<file path="src/psf_pkg.sv">
package psf_pkg;

  // ---------------------------------------------------------------------
  // register map
  // ---------------------------------------------------------------------
  localparam int unsigned APB_ADDR_W        = 12;
  localparam int unsigned APB_DATA_W        = 32;
  localparam logic [11:0] STATUS_WORD_ADDR  = 12'h0d0;
  localparam logic [7:0]  STATUS_WORD_RESET = 8'h00;
  localparam logic [7:0]  SW_WRITE_MASK     = 8'hfe;

  // ---------------------------------------------------------------------
  // field positions
  // ---------------------------------------------------------------------
  localparam int unsigned CARRY_BIT   = 7;
  localparam int unsigned HALF_BIT    = 6;
  localparam int unsigned USER0_BIT   = 5;
  localparam int unsigned BANK_HI_BIT = 4;
  localparam int unsigned BANK_LO_BIT = 3;
  localparam int unsigned OVFL_BIT    = 2;
  localparam int unsigned USER1_BIT   = 1;
  localparam int unsigned PARITY_BIT  = 0;

  // ---------------------------------------------------------------------
  // decimal adjust constants
  // ---------------------------------------------------------------------
  localparam logic [3:0] BCD_DIGIT_MAX = 4'h9;
  localparam logic [7:0] BCD_LOW_ADJ   = 8'h06;
  localparam logic [7:0] BCD_HIGH_ADJ  = 8'h60;

  // ---------------------------------------------------------------------
  // flag-affecting operations issued by the sequencer
  // ---------------------------------------------------------------------
  typedef enum logic [4:0] {
    OP_NONE  = 5'b00000,
    OP_ADD   = 5'b00001,
    OP_ADDC  = 5'b00010,
    OP_SUBB  = 5'b00011,
    OP_MUL   = 5'b00100,
    OP_DIV   = 5'b00101,
    OP_DA    = 5'b00110,
    OP_RRC   = 5'b00111,
    OP_RLC   = 5'b01000,
    OP_SETBC = 5'b01001,
    OP_CLRC  = 5'b01010,
    OP_CPLC  = 5'b01011,
    OP_ANLC  = 5'b01100,
    OP_ANLCN = 5'b01101,
    OP_ORLC  = 5'b01110,
    OP_ORLCN = 5'b01111,
    OP_MOVC  = 5'b10000,
    OP_CJNE  = 5'b10001
  } psf_op_t;

endpackage

</file>
<file path="src/psf_adder_if.sv">
`timescale 1ns/10ps
`default_nettype none
interface psf_adder_if;
  logic [7:0] opA;
  logic [7:0] opB;
  logic       carryIn;
  logic       subtract;
  logic       carryOut;
  logic       halfCarry;
  logic       overflow;

  modport core (
    output opA,
    output opB,
    output carryIn,
    output subtract,
    input  carryOut,
    input  halfCarry,
    input  overflow
  );

  modport unit (
    input  opA,
    input  opB,
    input  carryIn,
    input  subtract,
    output carryOut,
    output halfCarry,
    output overflow
  );
endinterface
`default_nettype wire

</file>
<file path="src/psf_status_word.sv">
// Added by the designer: the APB slave port.
`timescale 1ns/10ps
`default_nettype none
module psf_status_word #(
  parameter int unsigned ADDR_W = psf_pkg::APB_ADDR_W
) (
  input  wire logic             clock,
  input  wire logic             resetn,
  input  wire logic             psel,
  input  wire logic             penable,
  input  wire logic             pwrite,
  input  wire logic [ADDR_W-1:0] paddr,
  input  wire logic [31:0]      pwdata,
  input  wire logic [3:0]       pstrb,
  output logic [31:0]           prdata,
  output logic                  pready,
  output logic                  pslverr,
  input  wire logic             opValid,
  input  wire psf_pkg::psf_op_t opCode,
  input  wire logic [7:0]       opA,
  input  wire logic [7:0]       opB,
  input  wire logic             bitOperand,
  input  wire logic [7:0]       accumulator,
  input  wire logic [2:0]       regIndex,
  output logic [7:0]            statusWord,
  output logic                  carryFlag,
  output logic [1:0]            bankSelect,
  output logic [7:0]            regAddress
);

  // ---------------------------------------------------------------------
  // state
  // ---------------------------------------------------------------------
  logic       carry_q;
  logic       carry_d;
  logic       half_q;
  logic       half_d;
  logic       user0_q;
  logic       user0_d;
  logic [1:0] bank_q;
  logic [1:0] bank_d;
  logic       ovfl_q;
  logic       ovfl_d;
  logic       user1_q;
  logic       user1_d;
  logic       parity_q;
  logic       parity_d;
  logic [7:0] regAddr_q;
  logic [7:0] regAddr_d;
  logic [7:0] rdata_q;
  logic [7:0] rdata_d;

  // ---------------------------------------------------------------------
  // register bus decode
  // ---------------------------------------------------------------------
  logic       addrHit;
  logic       swWrite;
  logic [7:0] swData;
  logic [7:0] wordNow;

  function automatic logic is_status_addr(input logic [ADDR_W-1:0] a);
    return a == ADDR_W'(psf_pkg::STATUS_WORD_ADDR);
  endfunction

  always_comb begin
    addrHit = is_status_addr(paddr);
    swWrite = psel && penable && pwrite && addrHit && pstrb[0];
    swData  = pwdata[7:0];
    pready  = 1'b1;
    pslverr = psel && penable && !addrHit;
  end

  // ---------------------------------------------------------------------
  // shared adder for add, add with carry and subtract with borrow
  // ---------------------------------------------------------------------
  psf_adder_if addBus ();

  always_comb begin
    addBus.opA      = opA;
    addBus.opB      = opB;
    addBus.carryIn  = (opCode != psf_pkg::OP_ADD) && carry_q;
    addBus.subtract = opCode == psf_pkg::OP_SUBB;
  end

  psf_add_unit addUnit (
    .port (addBus.unit)
  );

  // ---------------------------------------------------------------------
  // instruction flag results
  // ---------------------------------------------------------------------
  // decimal adjust only ever sets carry, never clears it
  logic [15:0] product;
  logic        lowAdjust;
  logic [8:0]  daFirst;
  logic        daCarry;
  logic        highAdjust;
  logic [8:0]  daSecond;
  logic        daCarryOut;

  always_comb begin
    product    = {8'h00, opA} * {8'h00, opB};
    lowAdjust  = (opA[3:0] > psf_pkg::BCD_DIGIT_MAX) || half_q;
    daFirst    = {1'b0, opA}
               + {1'b0, lowAdjust ? psf_pkg::BCD_LOW_ADJ : 8'h00};
    daCarry    = carry_q || daFirst[8];
    highAdjust = (daFirst[7:4] > psf_pkg::BCD_DIGIT_MAX) || daCarry;
    daSecond   = {1'b0, daFirst[7:0]}
               + {1'b0, highAdjust ? psf_pkg::BCD_HIGH_ADJ : 8'h00};
    daCarryOut = daCarry || daSecond[8];
  end

  // per-operation results plus which flags that operation may touch
  logic opCarryEn;
  logic opCarryVal;
  logic opHalfEn;
  logic opHalfVal;
  logic opOvflEn;
  logic opOvflVal;

  always_comb begin
    opCarryEn  = 1'b0;
    opCarryVal = carry_q;
    opHalfEn   = 1'b0;
    opHalfVal  = half_q;
    opOvflEn   = 1'b0;
    opOvflVal  = ovfl_q;
    unique case (opCode)
      psf_pkg::OP_NONE: begin
      end
      psf_pkg::OP_ADD, psf_pkg::OP_ADDC, psf_pkg::OP_SUBB: begin
        opCarryEn  = 1'b1;
        opCarryVal = addBus.carryOut;
        opHalfEn   = 1'b1;
        opHalfVal  = addBus.halfCarry;
        opOvflEn   = 1'b1;
        opOvflVal  = addBus.overflow;
      end
      psf_pkg::OP_MUL: begin
        opCarryEn  = 1'b1;
        opCarryVal = 1'b0;
        opOvflEn   = 1'b1;
        opOvflVal  = product[15:8] != 8'h00;
      end
      psf_pkg::OP_DIV: begin
        opCarryEn  = 1'b1;
        opCarryVal = 1'b0;
        opOvflEn   = 1'b1;
        opOvflVal  = opB == 8'h00;
      end
      psf_pkg::OP_DA: begin
        opCarryEn  = 1'b1;
        opCarryVal = daCarryOut;
      end
      psf_pkg::OP_RRC: begin
        opCarryEn  = 1'b1;
        opCarryVal = opA[0];
      end
      psf_pkg::OP_RLC: begin
        opCarryEn  = 1'b1;
        opCarryVal = opA[7];
      end
      psf_pkg::OP_SETBC: begin
        opCarryEn  = 1'b1;
        opCarryVal = 1'b1;
      end
      psf_pkg::OP_CLRC: begin
        opCarryEn  = 1'b1;
        opCarryVal = 1'b0;
      end
      psf_pkg::OP_CPLC: begin
        opCarryEn  = 1'b1;
        opCarryVal = !carry_q;
      end
      psf_pkg::OP_ANLC: begin
        opCarryEn  = 1'b1;
        opCarryVal = carry_q && bitOperand;
      end
      psf_pkg::OP_ANLCN: begin
        opCarryEn  = 1'b1;
        opCarryVal = carry_q && !bitOperand;
      end
      psf_pkg::OP_ORLC: begin
        opCarryEn  = 1'b1;
        opCarryVal = carry_q || bitOperand;
      end
      psf_pkg::OP_ORLCN: begin
        opCarryEn  = 1'b1;
        opCarryVal = carry_q || !bitOperand;
      end
      psf_pkg::OP_MOVC: begin
        opCarryEn  = 1'b1;
        opCarryVal = bitOperand;
      end
      psf_pkg::OP_CJNE: begin
        opCarryEn  = 1'b1;
        opCarryVal = opA < opB;
      end
      default: begin
      end
    endcase
  end

  // ---------------------------------------------------------------------
  // flag next state
  // ---------------------------------------------------------------------
  // a same-cycle instruction update beats a software write on the flags
  // that instruction owns; software still lands on the other bits except parity
  always_comb begin
    carry_d = carry_q;
    half_d  = half_q;
    user0_d = user0_q;
    bank_d  = bank_q;
    ovfl_d  = ovfl_q;
    user1_d = user1_q;
    if (swWrite) begin
      carry_d = swData[psf_pkg::CARRY_BIT];
      half_d  = swData[psf_pkg::HALF_BIT];
      user0_d = swData[psf_pkg::USER0_BIT];
      bank_d  = swData[psf_pkg::BANK_HI_BIT:psf_pkg::BANK_LO_BIT];
      ovfl_d  = swData[psf_pkg::OVFL_BIT];
      user1_d = swData[psf_pkg::USER1_BIT];
    end
    if (opValid && opCarryEn) begin
      carry_d = opCarryVal;
    end
    if (opValid && opHalfEn) begin
      half_d = opHalfVal;
    end
    if (opValid && opOvflEn) begin
      ovfl_d = opOvflVal;
    end
    // parity ignores writes and tracks the accumulator one cycle behind
    parity_d  = ^accumulator;
    regAddr_d = {3'h0, bank_q, regIndex};
  end

  // ---------------------------------------------------------------------
  // read data, captured in the setup phase so prdata comes from a flop
  // ---------------------------------------------------------------------
  always_comb begin
    wordNow = 8'h00;
    wordNow[psf_pkg::CARRY_BIT]  = carry_q;
    wordNow[psf_pkg::HALF_BIT]   = half_q;
    wordNow[psf_pkg::USER0_BIT]  = user0_q;
    wordNow[psf_pkg::BANK_HI_BIT:psf_pkg::BANK_LO_BIT] = bank_q;
    wordNow[psf_pkg::OVFL_BIT]   = ovfl_q;
    wordNow[psf_pkg::USER1_BIT]  = user1_q;
    wordNow[psf_pkg::PARITY_BIT] = parity_q;
    rdata_d = rdata_q;
    if (psel && !penable) begin
      rdata_d = addrHit ? wordNow : 8'h00;
    end
  end

  // ---------------------------------------------------------------------
  // registers
  // ---------------------------------------------------------------------
  always_ff @(posedge clock) begin
    if (!resetn) begin
      carry_q   <= psf_pkg::STATUS_WORD_RESET[psf_pkg::CARRY_BIT];
      half_q    <= psf_pkg::STATUS_WORD_RESET[psf_pkg::HALF_BIT];
      user0_q   <= psf_pkg::STATUS_WORD_RESET[psf_pkg::USER0_BIT];
      bank_q    <= psf_pkg::STATUS_WORD_RESET[
                     psf_pkg::BANK_HI_BIT:psf_pkg::BANK_LO_BIT];
      ovfl_q    <= psf_pkg::STATUS_WORD_RESET[psf_pkg::OVFL_BIT];
      user1_q   <= psf_pkg::STATUS_WORD_RESET[psf_pkg::USER1_BIT];
      parity_q  <= psf_pkg::STATUS_WORD_RESET[psf_pkg::PARITY_BIT];
      regAddr_q <= 8'h00;
      rdata_q   <= 8'h00;
    end else begin
      carry_q   <= carry_d;
      half_q    <= half_d;
      user0_q   <= user0_d;
      bank_q    <= bank_d;
      ovfl_q    <= ovfl_d;
      user1_q   <= user1_d;
      parity_q  <= parity_d;
      regAddr_q <= regAddr_d;
      rdata_q   <= rdata_d;
    end
  end

  // ---------------------------------------------------------------------
  // outputs
  // ---------------------------------------------------------------------
  always_comb begin
    prdata     = {24'h00_0000, rdata_q};
    statusWord = wordNow;
    carryFlag  = carry_q;
    bankSelect = bank_q;
    regAddress = regAddr_q;
  end

endmodule // psf_status_word
`default_nettype wire

</file>
<file path="src/psf_add_unit.sv">
`timescale 1ns/10ps
`default_nettype none
module psf_add_unit (
  psf_adder_if.unit port
);
  // subtraction as a + ~b + ~borrow, carries inverted back into borrows
  logic [7:0] bEff;
  logic       cEff;
  logic [4:0] lowSum;
  logic [7:0] midSum;
  logic [8:0] fullSum;

  always_comb begin
    bEff    = port.subtract ? ~port.opB : port.opB;
    cEff    = port.subtract ? ~port.carryIn : port.carryIn;
    lowSum  = {1'b0, port.opA[3:0]} + {1'b0, bEff[3:0]} + {4'h0, cEff};
    midSum  = {1'b0, port.opA[6:0]} + {1'b0, bEff[6:0]} + {7'h00, cEff};
    fullSum = {1'b0, port.opA} + {1'b0, bEff} + {8'h00, cEff};
    port.carryOut  = fullSum[8] ^ port.subtract;
    port.halfCarry = lowSum[4] ^ port.subtract;
    port.overflow  = midSum[7] ^ fullSum[8];
  end
endmodule // psf_add_unit
`default_nettype wire

</file>
<file path="config.mk">
export PLATFORM = sky130hd
export DESIGN_NAME = psf_status_word
export DESIGN_NICKNAME = d
export VERILOG_FILES = /design/src/psf_pkg.sv /design/src/psf_adder_if.sv /design/src/psf_status_word.sv /design/src/psf_add_unit.sv
export SDC_FILE = /design/constraint.sdc
export NUM_CORES = 1
export LEC_CHECK = 0
export BUFFER_PORTS_ARGS = -buffer_cell sky130_fd_sc_hd__buf_2
export CELL_PAD_IN_SITES_DETAIL_PLACEMENT = 0
export CELL_PAD_IN_SITES_GLOBAL_PLACEMENT = 1
export CORE_MARGIN = 2
export CORE_UTILIZATION = 41
export CTS_CLUSTER_SIZE = 30
export DETAILED_ROUTE_END_ITERATION = 12
export HOLD_SLACK_MARGIN = 0.08
export PLACE_DENSITY_LB_ADDON = 0.1
export SLEW_MARGIN = 20
export SYNTH_ARGS = -nofsm -noshare
export SYNTH_HDL_FRONTEND = slang
export SYNTH_SLANG_ARGS = --single-unit
</file>
<file path="constraint.sdc">
create_clock -name clock -period 7.7 [get_ports clock]
set_input_delay 0.385 -clock clock [delete_from_list [all_inputs] [get_ports clock]]
set_output_delay 0.385 -clock clock [all_outputs]
set_load 0.05 [all_outputs]
</file>
==> metrics.md <==
| Metric | Value |
|---|---|
| Status | complete, no violations |
| DR DRC count | 0 |
| Vias | 3528 |
| Vias per inst | 5.040 |
| Num ports | 140 |
| Met3 Routed Length | around 420 um |
| Worst-path fanout max | 12 |
| Worst Hold Endpoint | regAddress[1]$_SDFF_PN0_ |
| Clock sink count | 21 |
| Area delta synth->final | 8.545% |
| GRT Total Usage | 17.57% |
| Fin. Hold Viols | 0 |
| Dpl hpwl | approximately 7.6 mm |
| Top cells by area, synth | ha_1 (17%), fa_1 (17%), dfxtp_1 (10%) |
| WL met2 | 4.287 mm |
| Final setup viols | 0 |
| Core Box Area | 9864 um2 |
| RSZ-0062 raised after global routing | no |
| Hold path start | regIndex[1] |
| Relative slew slack | between 30% and 40% |
| Async S/R FF share, synth | 0% |
| Worst-path clk slew | 0.07 ns |
| Pwr Density | 172.8 nW/um2 |
| IO buf count | 83 |
| Post-synthesis cell area | 4188 um2 |
| Final setup TNS | 0 ns |
| Die Area | 11040 um2 |
| Tcrit/Tclk final | 63.62% |
| Synth area leader | ha_1 |
| Crit path launch type | input pin |
| Highest routed metal layer | met4 |
| Placed Cells | 696 |
| Hold Crit Class | in -> reg |
| Post-CTS setup buffer count | 0 |
| R2R Setup Slk | slightly above 5 ns |
| #FFs+latches synth | 21 |
| Syn Area/Cell | approximately 8 um2 |
| Yosys warnings | 0 |
| Chip width | 105.1 um |
| Hold path depth | 2 |
| Met1 wire length | 4.621 mm |
| Cells after Synth | 512 |
| RR Startpoint | half_q$_SDFFE_PN0P_ |
| Vias in the first global route | roughly 3400 |
| VDD IR-drop max | 95.02 uV |
| Most frequent cells in the layout | buf_2 (83), nand2_1 (58), ha_1 (57) |
| Max-slew violations | 0 |
| Drt first pass iters | 4 |
| CTS tree | done |
| Total CTS buffers | 3 |
| Worst Clk Skew | 0.0007577 ns |
| Power, Total | 0.7854 mW |
| Die height | 105.1 um |
| N_diodes | 0 |
| Max cap viols | 0 |
| CTS max path bufs | 2 |
| Static Leak | roughly 2.4 nW |
| Post-cts sizing count | 0 |
| Site Rows | 36 |
| Required @ worst endpoint | 7.84 ns |
| Crit path kind | in -> reg |
| Actual slew at the worst max-slew pin | 0.9914 ns |
| Filler cell count | 1048 |
| Crit path DAT | around 5 ns |
| Commonest non-fill, non-tap cell in the layout | buf_2 |
| WL/cell | 13.42 um |
| Post-synth top flop | dfxtp_1 |
| Routed WL | ~9.4 mm |
| Share of layout cells above drive strength 1 | 17.11% |
| Final ANT Viol Nets | 0 |
| Yosys top cell area share | 17.03% |
| Total congestion overflow | 0 |
| Initial Util | 42.45% |
| Gp weighted congestion | 0.8542 |
| Non-Filler Instances | 700 |
| Seq/Total Area, Yosys | approximately a tenth |
| Initial antenna violation count | 0 |
| Setup ws final | 2.802 ns |
| R2R depth | 12 |
| Synth cell types | 61 |
| FF-to-FF End | carryFlag$_SDFFE_PN0P_ |
| Dpl ws | 2.493 ns |
| CTS H-tree lvls | 1 |
| Largest net degree at the start of global routing | 22 |
| Fmax | 204.1 MHz |
| Design area | ~4500 um2 |
| Hold buffer count at CTS | 0 |
| Post-synth EDFFs | 0 |
| CP endpoint kind | flip-flop |
| Minimum period implied by the final worst setup slack | 4.899 ns |
| First-pass GRT wire length | 16.39 mm |
| Initial drt markers | 121 |
| Clock Latency Late Sink | 0.25 ns |
| Final Net Count | 747 |
| Clk root buf | clkbuf_8 |
| Area after DPL | about 4500 um2 |
## cell usage after synthesis (6+ instances only)
master    count
ha_1         57
clkbuf_1     15
mux2i_1      10
a21oi_1      14
and2_1       35
nand3_1      19
fa_1         35
xnor2_1      17
inv_1        51
o21ai_0      15
nand4_1       6
buf_4        36
and3_1        6
dfxtp_1      21
nand2_1      58
nand2b_1      6
a21o_1        6
a21boi_0     11
nor2_1       15
## cell families (layout without fill, tap and decap cells)
| group | after synthesis | count (layout) | synth area share (%) |
|---|---|---|---|
| buf+inv | 109 | 138 | 13.33 |
| xor+xnor | 20 | 20 | 4.183 |
| flops | 21 | 21 | 10.04 |
| simple gates | 184 | 184 | 23.84 |
| other cells | 2 | 28 | 0.1793 |
| mux | 11 | 11 | 2.659 |
| fa+ha+maj | 93 | 93 | 34.00 |
| compound gates | 72 | 72 | 11.77 |
## per-stage QoR
stage / util (%) / hold slack (ns)
after global placement: 45.62 / 0.4460
after floorplan: - / 0.4549
after detailed placement: 45.62 / 0.4547
after CTS: 46.08 / 0.3284
after global routing: 46.08 / 0.3291
final: 46.08 / 0.3315
## worst max-delay path by stage
stage / startpoint / end / cells past startpoint
4_1_cts: opA[2] / ovfl_q$_SDFFE_PN0P_ / 14
5_1_grt: opA[2] / ovfl_q$_SDFFE_PN0P_ / 15
2_1_floorplan: opB[7] / ovfl_q$_SDFFE_PN0P_ / 15
3_3_place_gp: opA[2] / ovfl_q$_SDFFE_PN0P_ / 14
3_5_place_dp: opA[2] / ovfl_q$_SDFFE_PN0P_ / 14
6_report: opA[2] / ovfl_q$_SDFFE_PN0P_ / 14
## sequential cells by signal, summed over array words and instances, names as in the netlist
register    count
rdata_q         8
regAddress      5
bankSelect      2
carryFlag       1
half_q          1
ovfl_q          1
parity_q        1
user0_q         1
user1_q         1
## critical path, cell delays in order
cell      delay [ns]
buf_2           0.23
nand2_1         0.12
fa_1            0.52
fa_1            0.52
fa_1            0.54
inv_1           0.05
fa_1            0.49
ha_1            0.44
or4_1           0.56
a21oi_1         0.12
a311oi_1        0.06
or4b_1          0.59
nor4_2          0.28
o21ai_1         0.12
## power by group
part	internal (mW)	total, mW	switching [mW]
sequential	0.112	0.114	0.00249
clock	0.0368	0.0700	0.0332
combinational	0.231	0.601	0.371
## final cells by class
cell class,count,area (um2),area share (%)
clock buffers,4,45.04,0.9909
inverters,51,191.4,4.211
multi-input cells,408,3307,72.75
flip-flops and latches,21,420.4,9.249
well taps,133,166.4,3.661
repair buffers,83,415.4,9.138
## metal layers
layer	GRT usage, %	vias up
met5	0	-
met4	1.905	0
met3	1.560	4
met2	28.80	78
met1	25.84	1685
li1	-	1761
(Power assumes the default switching activity.)
